`src/sce_pkg.sv`:
```
// constants, types and register map of the sent configuration and error mask bank
`default_nettype none
package sce_pkg;
	// clock and tick timing
	localparam int unsigned CLK_PERIOD_PS = 4_000;
	localparam int unsigned REF_PERIOD_PS = 62_500;
	localparam int unsigned MIN_TICK_PS = 500_000;
	localparam int unsigned ACC_W = 17;
	localparam logic [ACC_W-1:0] ACC_STEP = ACC_W'(CLK_PERIOD_PS);
	localparam logic [ACC_W-1:0] ACC_WRAP = ACC_W'(REF_PERIOD_PS);
	localparam logic [3:0] SLOT_UNIT_TICKS = 4'h1;

	// register indices and byte addresses
	localparam int unsigned ADDR_W = 12;
	localparam logic [ADDR_W-1:0] CFG_IDX = 12'h317;
	localparam logic [ADDR_W-1:0] MASK_IDX = 12'h318;
	localparam logic [ADDR_W-1:0] CFG_ADDR = ADDR_W'({CFG_IDX, 2'b00});
	localparam logic [ADDR_W-1:0] MASK_ADDR = ADDR_W'({MASK_IDX, 2'b00});
	localparam logic [ADDR_W-1:0] PRI_ERR_ADDR = 12'hC80;
	localparam logic [ADDR_W-1:0] EXT_ERR_ADDR = 12'hC84;
	localparam logic [ADDR_W-1:0] IRQ_STAT_ADDR = 12'hC88;
	localparam logic [ADDR_W-1:0] IRQ_EN_ADDR = 12'hC8C;
	localparam logic [ADDR_W-1:0] IRQ_CLR_ADDR = 12'hC90;

	// field layout
	localparam int unsigned REG_W = 24;
	localparam int unsigned CFG_RSVD_BIT = 11;
	localparam int unsigned MASK_RSVD_BIT = 11;
	localparam int unsigned EXT_LSB = 12;
	localparam int unsigned EXT_W = 12;
	localparam int unsigned PRI_W = 11;
	localparam int unsigned IRQ_W = 3;
	localparam int unsigned IRQ_ERR_BIT = 0;
	localparam int unsigned IRQ_CAP_BIT = 1;
	localparam int unsigned IRQ_SLOT_BIT = 2;

	// reset values
	localparam logic [REG_W-1:0] CFG_RST = 24'h00_0000;
	localparam logic [REG_W-1:0] MASK_RST = 24'h00_0000;

	// bus answers
	localparam logic [1:0] RESP_OKAY = 2'h0;
	localparam logic [1:0] RESP_SLVERR = 2'h2;

	typedef enum logic [2:0] {
		MODE_OFF = 3'h0,
		MODE_STREAM = 3'h1,
		MODE_PAUSE = 3'h2,
		MODE_TRIG_SCN = 3'h3,
		MODE_TRIG_FALL = 3'h4,
		MODE_ADDR = 3'h5,
		MODE_SEQ = 3'h6,
		MODE_SEQ_LONG = 3'h7
	} sce_mode_t;

	typedef struct packed {
		logic [11:0] customer;
		logic rsvd;
		logic [6:0] tick;
		logic sm;
		sce_mode_t mode;
	} sce_cfg_t;

	typedef enum logic [1:0] {
		SLOT_IDLE = 2'b01,
		SLOT_HIGH = 2'b10
	} sce_slot_t;

	// one-hot register select, order of the read mux
	typedef struct packed {
		logic cfg;
		logic mask;
		logic pri;
		logic ext;
		logic stat;
		logic en;
		logic clr;
	} sce_sel_t;
endpackage : sce_pkg
`default_nettype wire

```
`src/sce_top.sv`:
```
// sent output configuration word, error mask and masked error status with bus access
//
// Contract
// [RULE1] tick equals field times 16 MHz period
// [RULE2] tick field zero behaves as one
// [RULE3] host should pick tick of 0.5 us or more
// [RULE4] customer field stored and read back only
// [RULE5] slot mark pulse after address pulse
// [RULE6] code 000 off, 001 back-to-back frames
// [RULE7] code 010 inserts pause pulse
// [RULE8] code 011 triggered, capture near scn end
// [RULE9] code 100 triggered, capture on trigger fall
// [RULE10] 101 addressable, 110 sequential, 111 long
// [RULE11] set mask bit blocks its error flag
// [RULE12] mask 23..12 map to extended flags 11..0
// [RULE13] mask 10..0 map to primary flags 10..0
// [RULE14] host writes zero to mask bit 11
// [RULE15] mask has no volatile working copy
// [RULE16] mask applied when flag would set
`timescale 1ns/1ps
`default_nettype none
module sce_top
	import sce_pkg::*;
(
	input wire logic mclk_i,
	input wire logic rst_i,
	input wire logic [ADDR_W-1:0] s_axi_awaddr_i,
	input wire logic s_axi_awvalid_i,
	output logic s_axi_awready_o,
	input wire logic [31:0] s_axi_wdata_i,
	input wire logic [3:0] s_axi_wstrb_i,
	input wire logic s_axi_wvalid_i,
	output logic s_axi_wready_o,
	output logic [1:0] s_axi_bresp_o,
	output logic s_axi_bvalid_o,
	input wire logic s_axi_bready_i,
	input wire logic [ADDR_W-1:0] s_axi_araddr_i,
	input wire logic s_axi_arvalid_i,
	output logic s_axi_arready_o,
	output logic [31:0] s_axi_rdata_o,
	output logic [1:0] s_axi_rresp_o,
	output logic s_axi_rvalid_o,
	input wire logic s_axi_rready_i,
	input wire logic [REG_W-1:0] err_evt_i,
	input wire logic trig_pin_i,
	input wire logic scn_end_i,
	input wire logic addr_pulse_i,
	input wire logic [3:0] slot_addr_i,
	output logic tick_o,
	output logic sent_enable_o,
	output logic stream_o,
	output logic pause_enable_o,
	output logic triggered_variant_o,
	output logic addressable_variant_o,
	output logic sequential_slot_variant_o,
	output logic long_seq_o,
	output logic frame_start_o,
	output logic data_capture_o,
	output logic slot_mark_o,
	output logic [PRI_W-1:0] pri_err_o,
	output logic [EXT_W-1:0] ext_err_o,
	output logic general_err_o,
	output logic irq_o
);
	function automatic sce_sel_t reg_sel(input logic [ADDR_W-1:0] a);
		sce_sel_t s;
		s = '0;
		if (a == CFG_ADDR) begin
			s.cfg = 1'b1;
		end else if (a == MASK_ADDR) begin
			s.mask = 1'b1;
		end else if (a == PRI_ERR_ADDR) begin
			s.pri = 1'b1;
		end else if (a == EXT_ERR_ADDR) begin
			s.ext = 1'b1;
		end else if (a == IRQ_STAT_ADDR) begin
			s.stat = 1'b1;
		end else if (a == IRQ_EN_ADDR) begin
			s.en = 1'b1;
		end else if (a == IRQ_CLR_ADDR) begin
			s.clr = 1'b1;
		end
		return s;
	endfunction : reg_sel

	////////////////////////////////////////////////////////////////////////
	// state
	sce_cfg_t cfg_r;
	logic [REG_W-1:0] mask_r;
	logic [PRI_W-1:0] pri_r;
	logic [EXT_W-1:0] ext_r;
	logic [IRQ_W-1:0] irq_stat_r;
	logic [IRQ_W-1:0] irq_en_r;
	logic aw_got_r;
	logic w_got_r;
	logic [ADDR_W-1:0] awaddr_r;
	logic [31:0] wdata_r;
	logic [3:0] wstrb_r;
	logic trig_s1_r;
	logic trig_s2_r;
	logic trig_s3_r;
	logic trig_lvl_r;
	logic trig_prev_r;
	sce_slot_t slot_st_r;
	logic [3:0] slot_cnt_r;
	logic slot_done_r;

	////////////////////////////////////////////////////////////////////////
	// bus decode
	wire aw_take = s_axi_awvalid_i && s_axi_awready_o;
	wire w_take = s_axi_wvalid_i && s_axi_wready_o;
	wire aw_have = aw_got_r || aw_take;
	wire w_have = w_got_r || w_take;
	wire wr_fire = aw_have && w_have;
	wire [ADDR_W-1:0] wr_addr = aw_take ? s_axi_awaddr_i : awaddr_r;
	wire [31:0] wr_data = w_take ? s_axi_wdata_i : wdata_r;
	wire [3:0] wr_strb = w_take ? s_axi_wstrb_i : wstrb_r;
	wire [REG_W-1:0] wr_bm = {{8{wr_strb[2]}}, {8{wr_strb[1]}}, {8{wr_strb[0]}}};
	wire [REG_W-1:0] wr_val = wr_data[REG_W-1:0] & wr_bm;
	wire sce_sel_t wsel = reg_sel(wr_addr);
	wire wr_hit = wr_fire && (wsel != '0);
	wire b_done = s_axi_bvalid_o && s_axi_bready_i;
	wire bvalid_nxt = wr_fire || (s_axi_bvalid_o && !s_axi_bready_i);
	wire aw_got_nxt = aw_have && !wr_fire;
	wire w_got_nxt = w_have && !wr_fire;
	wire ar_take = s_axi_arvalid_i && s_axi_arready_o;
	wire rvalid_nxt = ar_take || (s_axi_rvalid_o && !s_axi_rready_i);
	wire sce_sel_t rsel = reg_sel(s_axi_araddr_i);

	// write effects: config and mask merged under their byte lanes, clears and enable take lane-masked data
	wire [REG_W-1:0] cfg_merge = (cfg_r & ~wr_bm) | wr_val;
	wire [REG_W-1:0] mask_merge = (mask_r & ~wr_bm) | wr_val;
	wire cfg_wr = wr_fire && wsel.cfg;
	wire mask_wr = wr_fire && wsel.mask;
	wire [PRI_W-1:0] pri_clr = (wr_fire && wsel.pri) ? wr_val[PRI_W-1:0] : '0;
	wire [EXT_W-1:0] ext_clr = (wr_fire && wsel.ext) ? wr_val[EXT_W-1:0] : '0;
	wire [IRQ_W-1:0] irq_clr = (wr_fire && wsel.clr) ? wr_val[IRQ_W-1:0] : '0;

	////////////////////////////////////////////////////////////////////////
	// masked error flags
	// the mask gates the set term, so a masked condition never lands in status
	wire [REG_W-1:0] err_set = err_evt_i & ~mask_r; // [RULE11] [RULE16]
	wire [PRI_W-1:0] pri_set = err_set[PRI_W-1:0]; // [RULE13]
	wire [EXT_W-1:0] ext_set = err_set[EXT_LSB +: EXT_W]; // [RULE12]
	wire [PRI_W-1:0] pri_nxt = (pri_r & ~pri_clr) | pri_set;
	wire [EXT_W-1:0] ext_nxt = (ext_r & ~ext_clr) | ext_set;

	////////////////////////////////////////////////////////////////////////
	// trigger pin and mode actions
	wire trig_rise = trig_lvl_r && !trig_prev_r;
	wire trig_fall = !trig_lvl_r && trig_prev_r;
	wire trig_scn_mode = (cfg_r.mode == MODE_TRIG_SCN);
	wire trig_fall_mode = (cfg_r.mode == MODE_TRIG_FALL);
	wire seq_mode = (cfg_r.mode == MODE_SEQ) || (cfg_r.mode == MODE_SEQ_LONG);
	wire start_nxt = (trig_scn_mode && trig_rise) || (trig_fall_mode && trig_fall);
	wire cap_nxt = (trig_scn_mode && scn_end_i) || (trig_fall_mode && trig_fall); // [RULE8] [RULE9]
	wire slot_go = addr_pulse_i && seq_mode && cfg_r.sm && (slot_addr_i != 4'h0); // [RULE5]
	wire slot_tick = (slot_st_r == SLOT_HIGH) && tick_o;
	wire slot_end = slot_tick && (slot_cnt_r == 4'h1);

	// reserved mask bit 11 has no flag behind it, so it raises no error interrupt
	wire [IRQ_W-1:0] irq_evt = {slot_done_r, cap_nxt, |{pri_set, ext_set}}; // [RULE11]
	wire [IRQ_W-1:0] irq_stat_nxt = (irq_stat_r & ~irq_clr) | irq_evt;
	wire [IRQ_W-1:0] irq_en_nxt = (wr_fire && wsel.en) ? wr_val[IRQ_W-1:0] : irq_en_r;

	// read mux; the clear register is write only and reads zero
	wire [REG_W-1:0] rd_val = rsel.cfg ? REG_W'(cfg_r) :
		rsel.mask ? mask_r :
		rsel.pri ? REG_W'(pri_r) :
		rsel.ext ? REG_W'(ext_r) :
		rsel.stat ? REG_W'(irq_stat_r) :
		rsel.en ? REG_W'(irq_en_r) : '0;

	sce_tick_gen u_tick (
		.mclk_i(mclk_i),
		.rst_i(rst_i),
		.tick_count_i(cfg_r.tick),
		.tick_o(tick_o)
	);

	////////////////////////////////////////////////////////////////////////
	// bus slave
	always_ff @(posedge mclk_i) begin
		if (rst_i) begin
			aw_got_r <= 1'b0;
			w_got_r <= 1'b0;
			awaddr_r <= '0;
			wdata_r <= '0;
			wstrb_r <= '0;
			s_axi_awready_o <= 1'b0;
			s_axi_wready_o <= 1'b0;
			s_axi_bvalid_o <= 1'b0;
			s_axi_bresp_o <= RESP_OKAY;
		end else begin
			aw_got_r <= aw_got_nxt;
			w_got_r <= w_got_nxt;
			if (aw_take) begin
				awaddr_r <= s_axi_awaddr_i;
			end
			if (w_take) begin
				wdata_r <= s_axi_wdata_i;
				wstrb_r <= s_axi_wstrb_i;
			end
			s_axi_awready_o <= !aw_got_nxt && !bvalid_nxt;
			s_axi_wready_o <= !w_got_nxt && !bvalid_nxt;
			s_axi_bvalid_o <= bvalid_nxt;
			if (wr_fire) begin
				s_axi_bresp_o <= wr_hit ? RESP_OKAY : RESP_SLVERR;
			end
		end
	end

	always_ff @(posedge mclk_i) begin
		if (rst_i) begin
			s_axi_arready_o <= 1'b0;
			s_axi_rvalid_o <= 1'b0;
			s_axi_rdata_o <= '0;
			s_axi_rresp_o <= RESP_OKAY;
		end else begin
			s_axi_arready_o <= !rvalid_nxt;
			s_axi_rvalid_o <= rvalid_nxt;
			if (ar_take) begin
				s_axi_rdata_o <= {8'h00, rd_val};
				s_axi_rresp_o <= (rsel != '0) ? RESP_OKAY : RESP_SLVERR;
			end
		end
	end

	////////////////////////////////////////////////////////////////////////
	// registers
	// the mask lives only here; nothing else holds or shadows it
	always_ff @(posedge mclk_i) begin
		if (rst_i) begin
			cfg_r <= sce_cfg_t'(CFG_RST);
			mask_r <= MASK_RST;
		end else begin
			if (cfg_wr) begin
				cfg_r <= sce_cfg_t'(cfg_merge & ~(REG_W'(1) << CFG_RSVD_BIT)); // [RULE4]
			end
			if (mask_wr) begin
				mask_r <= mask_merge; // [RULE15]
			end
		end
	end

	always_ff @(posedge mclk_i) begin
		if (rst_i) begin
			pri_r <= '0;
			ext_r <= '0;
			irq_stat_r <= '0;
			irq_en_r <= '0;
			pri_err_o <= '0;
			ext_err_o <= '0;
			general_err_o <= 1'b0;
			irq_o <= 1'b0;
		end else begin
			pri_r <= pri_nxt; // [RULE13]
			ext_r <= ext_nxt; // [RULE12]
			pri_err_o <= pri_nxt;
			ext_err_o <= ext_nxt;
			general_err_o <= |{pri_nxt, ext_nxt}; // [RULE11]
			irq_stat_r <= irq_stat_nxt;
			irq_en_r <= irq_en_nxt;
			irq_o <= |(irq_stat_nxt & irq_en_nxt);
		end
	end

	////////////////////////////////////////////////////////////////////////
	// trigger pin: three stages, a change counts once stages two and three agree
	always_ff @(posedge mclk_i) begin
		if (rst_i) begin
			trig_s1_r <= 1'b0;
			trig_s2_r <= 1'b0;
			trig_s3_r <= 1'b0;
			trig_lvl_r <= 1'b0;
			trig_prev_r <= 1'b0;
		end else begin
			trig_s1_r <= trig_pin_i;
			trig_s2_r <= trig_s1_r;
			trig_s3_r <= trig_s2_r;
			if (trig_s2_r == trig_s3_r) begin
				trig_lvl_r <= trig_s3_r;
			end
			trig_prev_r <= trig_lvl_r;
		end
	end

	// mode outputs follow the stored word one cycle later
	always_ff @(posedge mclk_i) begin
		if (rst_i) begin
			sent_enable_o <= 1'b0;
			stream_o <= 1'b0;
			pause_enable_o <= 1'b0;
			triggered_variant_o <= 1'b0;
			addressable_variant_o <= 1'b0;
			sequential_slot_variant_o <= 1'b0;
			long_seq_o <= 1'b0;
			frame_start_o <= 1'b0;
			data_capture_o <= 1'b0;
		end else begin
			sent_enable_o <= (cfg_r.mode != MODE_OFF); // [RULE6]
			stream_o <= (cfg_r.mode == MODE_STREAM) || (cfg_r.mode == MODE_PAUSE); // [RULE6]
			pause_enable_o <= (cfg_r.mode == MODE_PAUSE); // [RULE7]
			triggered_variant_o <= trig_scn_mode || trig_fall_mode; // [RULE8] [RULE9]
			addressable_variant_o <= (cfg_r.mode == MODE_ADDR); // [RULE10]
			sequential_slot_variant_o <= seq_mode; // [RULE10]
			long_seq_o <= (cfg_r.mode == MODE_SEQ_LONG); // [RULE10]
			frame_start_o <= start_nxt;
			data_capture_o <= cap_nxt; // [RULE8] [RULE9]
		end
	end

	////////////////////////////////////////////////////////////////////////
	// slot mark: high for address times unit ticks; address zero gives no pulse
	always_ff @(posedge mclk_i) begin
		if (rst_i) begin
			slot_st_r <= SLOT_IDLE;
			slot_cnt_r <= '0;
			slot_mark_o <= 1'b0;
			slot_done_r <= 1'b0;
		end else begin
			slot_done_r <= slot_end;
			case (slot_st_r)
				SLOT_IDLE: begin
					if (slot_go) begin
						slot_st_r <= SLOT_HIGH;
						slot_cnt_r <= 4'(slot_addr_i * SLOT_UNIT_TICKS); // [RULE5]
						slot_mark_o <= 1'b1;
					end
				end
				SLOT_HIGH: begin
					if (slot_end) begin
						slot_st_r <= SLOT_IDLE;
						slot_mark_o <= 1'b0;
					end else if (slot_tick) begin
						slot_cnt_r <= slot_cnt_r - 4'h1;
					end
				end
				default: begin
					slot_st_r <= SLOT_IDLE;
					slot_mark_o <= 1'b0;
				end
			endcase
		end
	end

	// check helper: cycles since the last tick; a config write voids the running gap
	logic [7:0] tick_gap_r;
	logic tick_clean_r;
	always_ff @(posedge mclk_i) begin
		if (rst_i) begin
			tick_gap_r <= 8'h00;
			tick_clean_r <= 1'b0;
		end else begin
			if (tick_o) begin
				tick_gap_r <= 8'h01;
			end else if (tick_gap_r != 8'hFF) begin
				tick_gap_r <= tick_gap_r + 8'h01;
			end
			tick_clean_r <= (tick_o || tick_clean_r) && !cfg_wr;
		end
	end
endmodule : sce_top
`default_nettype wire

```
`src/sce_tick_gen.sv`:
```
// tick generator: 16 MHz reference phase from the core clock, divided by the tick field
`timescale 1ns/1ps
`default_nettype none
module sce_tick_gen
	import sce_pkg::*;
(
	input wire logic mclk_i,
	input wire logic rst_i,
	input wire logic [6:0] tick_count_i,
	output logic tick_o
);
	logic [ACC_W-1:0] acc_r;
	logic [6:0] ref_cnt_r;
	logic [ACC_W-1:0] acc_sum;
	logic ref_pulse;
	logic [6:0] tick_eff;
	logic ref_last;

	// 250/16 is not whole, so the reference edge jitters between 15 and 16 cycles
	assign acc_sum = acc_r + ACC_STEP;
	assign ref_pulse = (acc_sum >= ACC_WRAP);
	assign tick_eff = (tick_count_i == 7'h00) ? 7'h01 : tick_count_i; // [RULE2]
	assign ref_last = (ref_cnt_r >= tick_eff - 7'h01);

	always_ff @(posedge mclk_i) begin
		if (rst_i) begin
			acc_r <= '0;
			ref_cnt_r <= '0;
			tick_o <= 1'b0;
		end else begin
			acc_r <= ref_pulse ? acc_sum - ACC_WRAP : acc_sum;
			tick_o <= ref_pulse && ref_last; // [RULE1]
			if (ref_pulse) begin
				ref_cnt_r <= ref_last ? 7'h00 : ref_cnt_r + 7'h01; // [RULE1]
			end
		end
	end
endmodule : sce_tick_gen
`default_nettype wire

```
`config.mk`:
```
export PLATFORM = sky130hd
export DESIGN_NAME = sce_top
export DESIGN_NICKNAME = d
export VERILOG_FILES = /design/src/sce_pkg.sv /design/src/sce_top.sv /design/src/sce_tick_gen.sv
export SDC_FILE = /design/constraint.sdc
export NUM_CORES = 1
export LEC_CHECK = 0
export ABC_AREA = 1
export ABC_CLOCK_PERIOD_IN_PS = 2800
export BUFFER_PORTS_ARGS = -buffer_cell sky130_fd_sc_hd__buf_2
export CAP_MARGIN = 20
export CORE_ASPECT_RATIO = 0.75
export CORE_MARGIN = 10
export CORE_UTILIZATION = 50
export CTS_CLUSTER_SIZE = 14
export DETAILED_ROUTE_END_ITERATION = 8
export GPL_TIMING_DRIVEN = 0
export PLACE_DENSITY = 0.7
export SLEW_MARGIN = 20
export SYNTH_ARGS = -nofsm -noshare
export SYNTH_HDL_FRONTEND = slang
export SYNTH_SLANG_ARGS = --single-unit
```
`constraint.sdc`:
```
create_clock -name mclk_i -period 2.8 [get_ports mclk_i]
set_input_delay 0.42 -clock mclk_i [delete_from_list [all_inputs] [get_ports mclk_i]]
set_output_delay 0.42 -clock mclk_i [all_outputs]
set_load 0.02 [all_outputs]
```
==> results of run 1 <==
[power by group through the flow]
stage | logic (W) | clock network (W) | registers [W]
finish | 0.00103 | 0.00240 | 0.00295
global placement | 0.000999 | 0 | 0.00301
global route | 0.00115 | 0.00253 | 0.00296
detailed placement | 0.00101 | 0 | 0.00301
CTS | 0.00102 | 0.00240 | 0.00295
floorplan | 0.000640 | 0 | 0.00305
[through the flow]
step                area, sq um  TNS (ns)  power (W)  hold slack, ns
floorplan                  9369         0   0.003691          0.3883
global placement          10450   -0.1663   0.004007          0.3982
detailed placement        10450   -0.1685   0.004025          0.4036
CTS                       11020         0   0.006372          0.1723
global route              11030         0   0.006638          0.1980
finish                    11030         0   0.006383          0.1749
[critical path, cell delays in order, from the launching register on]
cell and delay (ns):
dfxtp_1 0.33, nand2_1 0.09, clkbuf_2 0.20, o21ai_0 0.52, clkbuf_1 0.48, nor2_1 0.20, nand4_1 0.19, nand2_1 0.09
nand2_1 0.07, nor2_1 0.04, nand2_1 0.14, nor2_1 0.07, nand3_1 0.13, nand2_1 0.07, inv_1 0.07
[cell usage in the layout (no fill, tap or decap), types with 3 or more instances in the layout]
cell | netlist | routed
a211oi_1 | 3 | 3
nand2_2 | 12 | 12
nor4_1 | 3 | 3
o21ai_0 | 80 | 80
ha_1 | 15 | 15
buf_2 | 8 | 162
buf_4 | 15 | 15
inv_2 | 4 | 5
a21oi_2 | 3 | 3
clkbuf_1 | 26 | 25
nor3_2 | 2 | 3
o2111ai_1 | 3 | 3
a31oi_1 | 4 | 4
inv_6 | 0 | 5
nor2_4 | 3 | 3
nor2_1 | 150 | 148
nand2_1 | 273 | 273
nand3_1 | 62 | 62
or2_2 | 27 | 27
clkbuf_16 | 0 | 17
conb_1 | 1 | 10
o211ai_1 | 22 | 22
o221ai_1 | 9 | 9
clkinv_4 | 0 | 3
buf_1 | 7 | 7
a21oi_1 | 92 | 92
xnor2_1 | 4 | 4
nand4_1 | 38 | 38
inv_8 | 0 | 4
inv_1 | 163 | 162
xor2_1 | 18 | 18
or2_1 | 3 | 3
nor3_1 | 16 | 15
nor2_2 | 9 | 11
dfxtp_1 | 194 | 194
o21ai_1 | 4 | 4
buf_6 | 4 | 4
o31ai_1 | 12 | 12
[worst max-delay path by stage]
| stage | start | end | slack (ns) |
|---|---|---|---|
| finish | s_axi_wready_o | general_err_o | 0.05 |
| global route | s_axi_wready_o | general_err_o | 0.004 |
| CTS | s_axi_wready_o | general_err_o | 0.05 |
| detailed placement | s_axi_wvalid_i | general_err_o | -0.17 |
| global placement | s_axi_wvalid_i | general_err_o | -0.17 |
| floorplan | register | u_tick.ref_cnt_r[0] | 0.58 |
[cells by family after synthesis]
logic type | after synthesis | share of synthesized area
compound gates | 244 | 0.1524
mux | 1 | 0.001072
xor+xnor | 22 | 0.02064
fa+ha+maj | 15 | 0.02010
other cells | 1 | 0.0004017
simple gates | 603 | 0.2858
flops | 194 | 0.4160
buf+inv | 231 | 0.1036
[area by class of cell]
type	instances	share of cell area
multi-input cells	895	0.4106
flip-flops and latches	194	0.3521
repair buffers	154	0.06988
inverters	171	0.05854
clock buffers	18	0.03891
plain buffers	60	0.02938
well taps	247	0.02802
clock inverters	14	0.01259
[metal layers]
metal	wire, um	vias up	GRT usage
met2	12690	467	0.3512
met4	570	0	0.06918
li1	-	4605	-
met5	0	-	0
met1	14320	4297	0.3516
met3	3243	40	0.06367
[timing repair]
action	4_1_cts	5_1_grt
resized for setup	1	5
endpoints found under the setup margin	1	5
hold buffers	0	0
endpoints found under the hold margin	0	0
==> run_summary.xml, run 1 <==
<?xml version="1.0" encoding="UTF-8"?>
<metrics>
  <group name="run">
    <metric name="maxCapViolations" unit="">0</metric>
  </group>
  <group name="logic_synthesis">
    <metric name="yosysMostFrequentCell" unit="">nand2_1</metric>
    <metric name="netlist_top_cells_count" unit="">nand2_1, dfxtp_1, inv_1, nor2_1, a21oi_1</metric>
    <metric name="syn-mean-instance-area" unit="sq um">7.121</metric>
    <metric name="synth-seq-cells" unit="">194</metric>
    <metric name="synth_sequential_area_ratio" unit="">0.4160</metric>
    <metric name="postSynth.asyncResetShare" unit="">0</metric>
    <metric name="synthFlopType" unit="">dfxtp_1</metric>
    <metric name="synth_edf_count" unit="">0</metric>
    <metric name="main_area_contributors_after_synthesis" unit="">dfxtp_1, nand2_1, inv_1</metric>
    <metric name="yosysTopAreaCellShare" unit="">0.4160</metric>
    <metric name="yosysWarningCount" unit="">0</metric>
    <metric name="synth.largest_area_cell" unit="">dfxtp_1</metric>
    <metric name="mapped_cells" unit="">1311</metric>
    <metric name="synth.lib_cells_used.distinct" unit="">53</metric>
    <metric name="post_synth_instance_area" unit="sq um">9335</metric>
  </group>
  <group name="global_route">
    <metric name="overflow" unit="">0</metric>
    <metric name="grt_pass1_wl" unit="mm">47.69</metric>
    <metric name="grt_pass1_vias" unit="">8790</metric>
    <metric name="grt_util_all_layers" unit="">0.2449</metric>
    <metric name="antenna_found_initial" unit="">0</metric>
    <metric name="grt_max_degree" unit="">20</metric>
  </group>
  <group name="critical_path">
    <metric name="r2r_start" unit="">s_axi_wready_o</metric>
    <metric name="worstSetupEndpointType" unit="">register</metric>
    <metric name="crit_path_max_fanout" unit="">10</metric>
    <metric name="critical_path_arrival" unit="ns">3.14</metric>
    <metric name="setup.worst_path.start_class" unit="">register</metric>
    <metric name="worst_r2r_endpoint" unit="">general_err_o</metric>
    <metric name="critical_path_class" unit="">register to register</metric>
    <metric name="worst_r2r_path_depth" unit="">14</metric>
    <metric name="worst-endpoint-required" unit="ns">3.19</metric>
    <metric name="rrSetupSlack" unit="ns">0.05</metric>
  </group>
  <group name="placement">
    <metric name="globalplace.congestion" unit="">0.9638</metric>
    <metric name="detailedPlacementHpwl" unit="mm">23.90</metric>
    <metric name="dp.cells" unit="">1721</metric>
    <metric name="port_buffers" unit="">154</metric>
    <metric name="place_worst_setup_slack" unit="ns">-0.1685</metric>
  </group>
  <group name="finish">
    <metric name="final_cell_count_no_fill" unit="">1753</metric>
    <metric name="fillers" unit="">1792</metric>
    <metric name="multi_input_area" unit="sq um">4528</metric>
    <metric name="layout-drive-gt1-share" unit="">0.1912</metric>
    <metric name="utilization" unit="">0.5994</metric>
    <metric name="insertedDiodeCount" unit="">0</metric>
    <metric name="syn2layout_area_growth" unit="%">18.15</metric>
    <metric name="seq_area" unit="sq um">3884</metric>
    <metric name="final_net_count" unit="">1606</metric>
  </group>
  <group name="floorplan">
    <metric name="placementRows" unit="">43</metric>
    <metric name="initial_core_utilization" unit="">0.5073</metric>
    <metric name="die_area" unit="sq um">24590</metric>
    <metric name="pin_count" unit="">175</metric>
    <metric name="floorplan.die.height" unit="um">138.3</metric>
    <metric name="floorplan.die.width" unit="um">177.8</metric>
    <metric name="core_region_area" unit="sq um">18400</metric>
  </group>
  <group name="power">
    <metric name="switching_share" unit="">0.3115</metric>
    <metric name="power_frac_seq" unit="">0.462</metric>
    <metric name="switchingPower" unit="W">0.001988</metric>
    <metric name="power.static_leakage" unit="nW">4.998</metric>
    <metric name="power.combinational.fraction" unit="">0.161</metric>
    <metric name="power.density_cell_area" unit="nW/um^2">578.8</metric>
    <metric name="power.ir.vdd_worst" unit="mV">0.4247</metric>
    <metric name="internal-power" unit="W">0.004395</metric>
    <metric name="clock_power_share" unit="">0.376</metric>
  </group>
  <group name="sta">
    <metric name="worst_slew_margin_rel" unit="">0.4385</metric>
    <metric name="max_slew.worst_pin.slew" unit="ns">0.8423</metric>
    <metric name="final_min_period_over_clock_period" unit="">0.9824</metric>
    <metric name="period_needed" unit="ns">2.751</metric>
    <metric name="fmax" unit="MHz">363.6</metric>
    <metric name="layout_setup_ws" unit="ns">0.04934</metric>
    <metric name="setup_viol" unit="">0</metric>
    <metric name="fin_worst_skew" unit="ns">0.01164</metric>
    <metric name="rsz_0062_raised_after_global_routing" unit="">false</metric>
    <metric name="final-hold-violation-count" unit="">0</metric>
    <metric name="timing_max_transition_violations_final" unit="">0</metric>
  </group>
  <group name="detailed_routing">
    <metric name="post-route-drc-count" unit="">0</metric>
    <metric name="drt_first_pass_iters" unit="">7</metric>
    <metric name="viasPerCell" unit="">5.367</metric>
    <metric name="final_routed_wire_length_divided_by_cell_count" unit="um">17.58</metric>
    <metric name="drt-total-wl" unit="mm">30.82</metric>
    <metric name="detailroute.via_count" unit="">9409</metric>
    <metric name="remaining_antenna_violation_count" unit="">0</metric>
    <metric name="1st_iter_drt_viols" unit="">995</metric>
  </group>
  <group name="cts">
    <metric name="cts_setup_buffers" unit="">0</metric>
    <metric name="cts_sinks" unit="">194</metric>
    <metric name="ctsRootBufferMaster" unit="">clkbuf_16</metric>
    <metric name="cts-root-to-sink-buffers" unit="">2</metric>
    <metric name="clk_pin_slew" unit="ns">0.08</metric>
    <metric name="cts.htree.levels" unit="">4</metric>
    <metric name="total_clock_buffers_created_by_cts" unit="">17</metric>
    <metric name="worstSkewPairLatency" unit="ns">0.45</metric>
    <metric name="tritoncts" unit="">done</metric>
  </group>
  <group name="worst_hold_path">
    <metric name="worstHoldStart" unit="">trig_pin_i</metric>
    <metric name="timing.hold.worst_path_depth" unit="">3</metric>
    <metric name="hold_path_class" unit="">primary input to register</metric>
    <metric name="hold_end" unit="">trig_s1_r</metric>
  </group>
  <group name="status">
    <metric name="status" unit="">finished, final reports clean</metric>
  </group>
</metrics>
(Power assumes the default switching activity.)
==> inputs of run 2 (changes only) <==
ABC_CLOCK_PERIOD_IN_PS = 2900   (was 2800)
BUFFER_PORTS_ARGS = -buffer_cell sky130_fd_sc_hd__clkbuf_2   (was -buffer_cell sky130_fd_sc_hd__buf_2)
clock period = 2.9 ns   (was 2.8 ns; I/O delays follow)
==> run 2 against run 1 <==
  * Flip-flop and latch count is the same
  * Maximum frequency grew 5.2%
  * Highest routed layer unchanged
  * Clock skew shrank 0.00052 ns
  * Via count grew 0.22%
  * Cell count is the same
  * Wire length grew 0.89%
  * Critical path type unchanged
  * Setup slack gained 0.24 ns
  * Largest power group unchanged
  * Register-to-register slack gained 0.24 ns
  * Design area grew 0.43%
  * Sequential power shrank 3%
  * Utilization grew 0.26 points
==> run_summary.xml, run 2 (same netlist as run 1, synthesis figures left out) <==
<?xml version="1.0" encoding="UTF-8"?>
<metrics>
  <group name="status">
    <metric name="status" unit="">finished, final reports clean</metric>
  </group>
  <group name="floorplan">
    <metric name="core_region_area" unit="sq um">18400</metric>
    <metric name="placementRows" unit="">43</metric>
    <metric name="initial_core_utilization" unit="">0.5073</metric>
    <metric name="die_area" unit="sq um">24590</metric>
    <metric name="pin_count" unit="">175</metric>
    <metric name="floorplan.die.width" unit="um">177.8</metric>
    <metric name="floorplan.die.height" unit="um">138.3</metric>
  </group>
  <group name="critical_path">
    <metric name="worst_r2r_endpoint" unit="">u_tick.ref_cnt_r[3]</metric>
    <metric name="critical_path_arrival" unit="ns">2.98</metric>
    <metric name="timing.critical_path.max_delay_family" unit="">simple AND/OR/NAND/NOR gates</metric>
    <metric name="rrSetupSlack" unit="ns">0.28</metric>
    <metric name="setup.worst_path.start_class" unit="">register</metric>
    <metric name="critical_path.slowest_cell" unit="">dfxtp_1</metric>
    <metric name="crit_path_max_incr_delay" unit="ns">0.37</metric>
    <metric name="worst-endpoint-required" unit="ns">3.27</metric>
    <metric name="critical_path_class" unit="">register to register</metric>
    <metric name="worstSetupEndpointType" unit="">register</metric>
    <metric name="worst-path-buf-inv" unit="">1</metric>
    <metric name="worst_r2r_path_depth" unit="">14</metric>
    <metric name="critical_path.most_common_cell" unit="">nand3_1</metric>
    <metric name="crit_path_max_fanout" unit="">5</metric>
    <metric name="timing.critical_path.cells" unit="">nor2_1, nand3_1, o21ai_0, inv_1, ha_1, nand3_1, xor2_1, ha_1, a21oi_1, o21a_1, nand3_1, nor2_1, nand2_1, a21oi_1</metric>
  </group>
  <group name="sta">
    <metric name="rsz_0062_raised_after_global_routing" unit="">false</metric>
    <metric name="max_slew.worst_pin.slew" unit="ns">0.9379</metric>
    <metric name="final_min_period_over_clock_period" unit="">0.9017</metric>
    <metric name="summed_negative_setup_slack_over_all_endpoints" unit="ns">0</metric>
    <metric name="fin_worst_skew" unit="ns">0.01111</metric>
    <metric name="timing_max_transition_violations_final" unit="">0</metric>
    <metric name="period_needed" unit="ns">2.615</metric>
    <metric name="final-hold-violation-count" unit="">0</metric>
    <metric name="setup_viol" unit="">0</metric>
    <metric name="worst_slew_margin_rel" unit="">0.3747</metric>
    <metric name="fmax" unit="MHz">382.4</metric>
  </group>
  <group name="finish">
    <metric name="final_net_count" unit="">1606</metric>
    <metric name="insertedDiodeCount" unit="">0</metric>
    <metric name="fin_area" unit="sq um">11080</metric>
    <metric name="syn2layout_area_growth" unit="%">18.66</metric>
    <metric name="utilization" unit="">0.6020</metric>
    <metric name="layout-drive-gt1-share" unit="">0.1899</metric>
    <metric name="final_cell_count_no_fill" unit="">1753</metric>
    <metric name="leading_cell_type_in_the_layout_fill_and_taps_excluded" unit="">nand2_1</metric>
    <metric name="layout_common_cells" unit="">nand2_1, dfxtp_1, inv_1, clkbuf_2, nor2_1</metric>
  </group>
  <group name="global_route">
    <metric name="grt_pass1_vias" unit="">8848</metric>
    <metric name="grt_max_degree" unit="">20</metric>
    <metric name="antenna_found_initial" unit="">0</metric>
    <metric name="grt_pass1_wl" unit="mm">48.10</metric>
    <metric name="overflow" unit="">0</metric>
    <metric name="grt_util_all_layers" unit="">0.2473</metric>
  </group>
  <group name="worst_hold_path">
    <metric name="hold_path_class" unit="">primary input to register</metric>
    <metric name="worstHoldStart" unit="">trig_pin_i</metric>
    <metric name="timing.hold.worst_path_depth" unit="">3</metric>
    <metric name="hold_end" unit="">trig_s1_r</metric>
  </group>
  <group name="power">
    <metric name="switching_share" unit="">0.3046</metric>
    <metric name="power.static_leakage" unit="nW">5.002</metric>
    <metric name="internal-power" unit="W">0.004419</metric>
    <metric name="power.ir.vdd_worst" unit="mV">0.2971</metric>
    <metric name="switchingPower" unit="W">0.001936</metric>
    <metric name="power.combinational.fraction" unit="">0.157</metric>
    <metric name="power.density_cell_area" unit="nW/um^2">573.7</metric>
    <metric name="power_frac_seq" unit="">0.448</metric>
    <metric name="fin_total_pwr" unit="W">0.006355</metric>
    <metric name="clock_power_share" unit="">0.395</metric>
  </group>
  <group name="cts">
    <metric name="total_clock_buffers_created_by_cts" unit="">17</metric>
    <metric name="holdBufCountCts" unit="">0</metric>
    <metric name="tritoncts" unit="">done</metric>
    <metric name="cts-root-to-sink-buffers" unit="">2</metric>
    <metric name="cts.repair.resized" unit="">0</metric>
    <metric name="clk_pin_slew" unit="ns">0.07</metric>
    <metric name="ctsRootBufferMaster" unit="">clkbuf_16</metric>
    <metric name="cts_setup_buffers" unit="">0</metric>
    <metric name="worstSkewPairLatency" unit="ns">0.45</metric>
    <metric name="cts_sinks" unit="">194</metric>
    <metric name="cts.htree.levels" unit="">4</metric>
  </group>
  <group name="detailed_routing">
    <metric name="drt-total-wl" unit="mm">31.10</metric>
    <metric name="detailroute.via_count" unit="">9430</metric>
    <metric name="viasPerCell" unit="">5.379</metric>
    <metric name="drt_first_pass_iters" unit="">6</metric>
    <metric name="1st_iter_drt_viols" unit="">964</metric>
    <metric name="remaining_antenna_violation_count" unit="">0</metric>
    <metric name="post-route-drc-count" unit="">0</metric>
    <metric name="final_routed_wire_length_divided_by_cell_count" unit="um">17.74</metric>
  </group>
  <group name="placement">
    <metric name="port_buffers" unit="">154</metric>
    <metric name="dp.cells" unit="">1721</metric>
    <metric name="placedInstanceArea" unit="sq um">10450</metric>
    <metric name="detailedPlacementHpwl" unit="mm">23.99</metric>
    <metric name="globalplace.congestion" unit="">0.9612</metric>
  </group>
  <group name="run">
    <metric name="maxCapViolations" unit="">0</metric>
  </group>
</metrics>
## run 2: power by group through the flow
stage                     logic [W]  registers (W)  clock network (W)
final                      0.000998        0.00285            0.00251
after global routing        0.00111        0.00286            0.00261
after CTS                  0.000985        0.00285            0.00251
after detailed placement   0.000978        0.00291                  0
after global placement     0.000963        0.00291                  0
after floorplan            0.000618        0.00295                  0
## run 2: through the flow
step | setup slack (ns) | hold WS, ns
2_1_floorplan | 0.6794 | 0.3883
3_3_place_gp | -0.07009 | 0.3977
3_5_place_dp | -0.05658 | 0.4102
4_1_cts | 0.1568 | 0.1732
5_1_grt | 0.004888 | 0.1874
6_report | 0.2850 | 0.1737
## run 2: worst register-to-register path: stages, from the launching register on
cell	delay (ns)
dfxtp_1	0.37
nor2_1	0.19
nand3_1	0.10
o21ai_0	0.15
inv_1	0.09
ha_1	0.23
nand3_1	0.11
xor2_1	0.19
ha_1	0.28
a21oi_1	0.15
o21a_1	0.14
nand3_1	0.18
nor2_1	0.16
nand2_1	0.08
a21oi_1	0.15
## run 2: cell type report
| type | count | area (sq um) |
|---|---|---|
| Fill cell | 1760 | 7323 |
| Multi-Input combinational cell | 895 | 4523 |
| Sequential cell | 194 | 3884 |
| Timing Repair Buffer | 154 | 770.7 |
| Inverter | 171 | 645.6 |
| Clock buffer | 18 | 429.2 |
| Buffer | 60 | 324.1 |
| Tap cell | 247 | 309.0 |
| Clock inverter | 14 | 191.4 |
## run 2: worst max path at each step
stage,to,slack (ns),cells past startpoint
global route,u_tick.ref_cnt_r[1],0.005,14
CTS,general_err_o,0.16,14
global placement,general_err_o,-0.07,15
floorplan,u_tick.ref_cnt_r[0],0.68,14
detailed placement,general_err_o,-0.06,15
finish,u_tick.ref_cnt_r[3],0.28,14
## run 2: layer usage
layer,part of all wire,GRT usage,wire length (um),vias up
met5,0,0,0,-
met4,0.020,0.06743,624,0
met3,0.13,0.08272,4018,50
met2,0.41,0.3566,12810,522
met1,0.44,0.3432,13640,4239
li1,-,-,-,4619
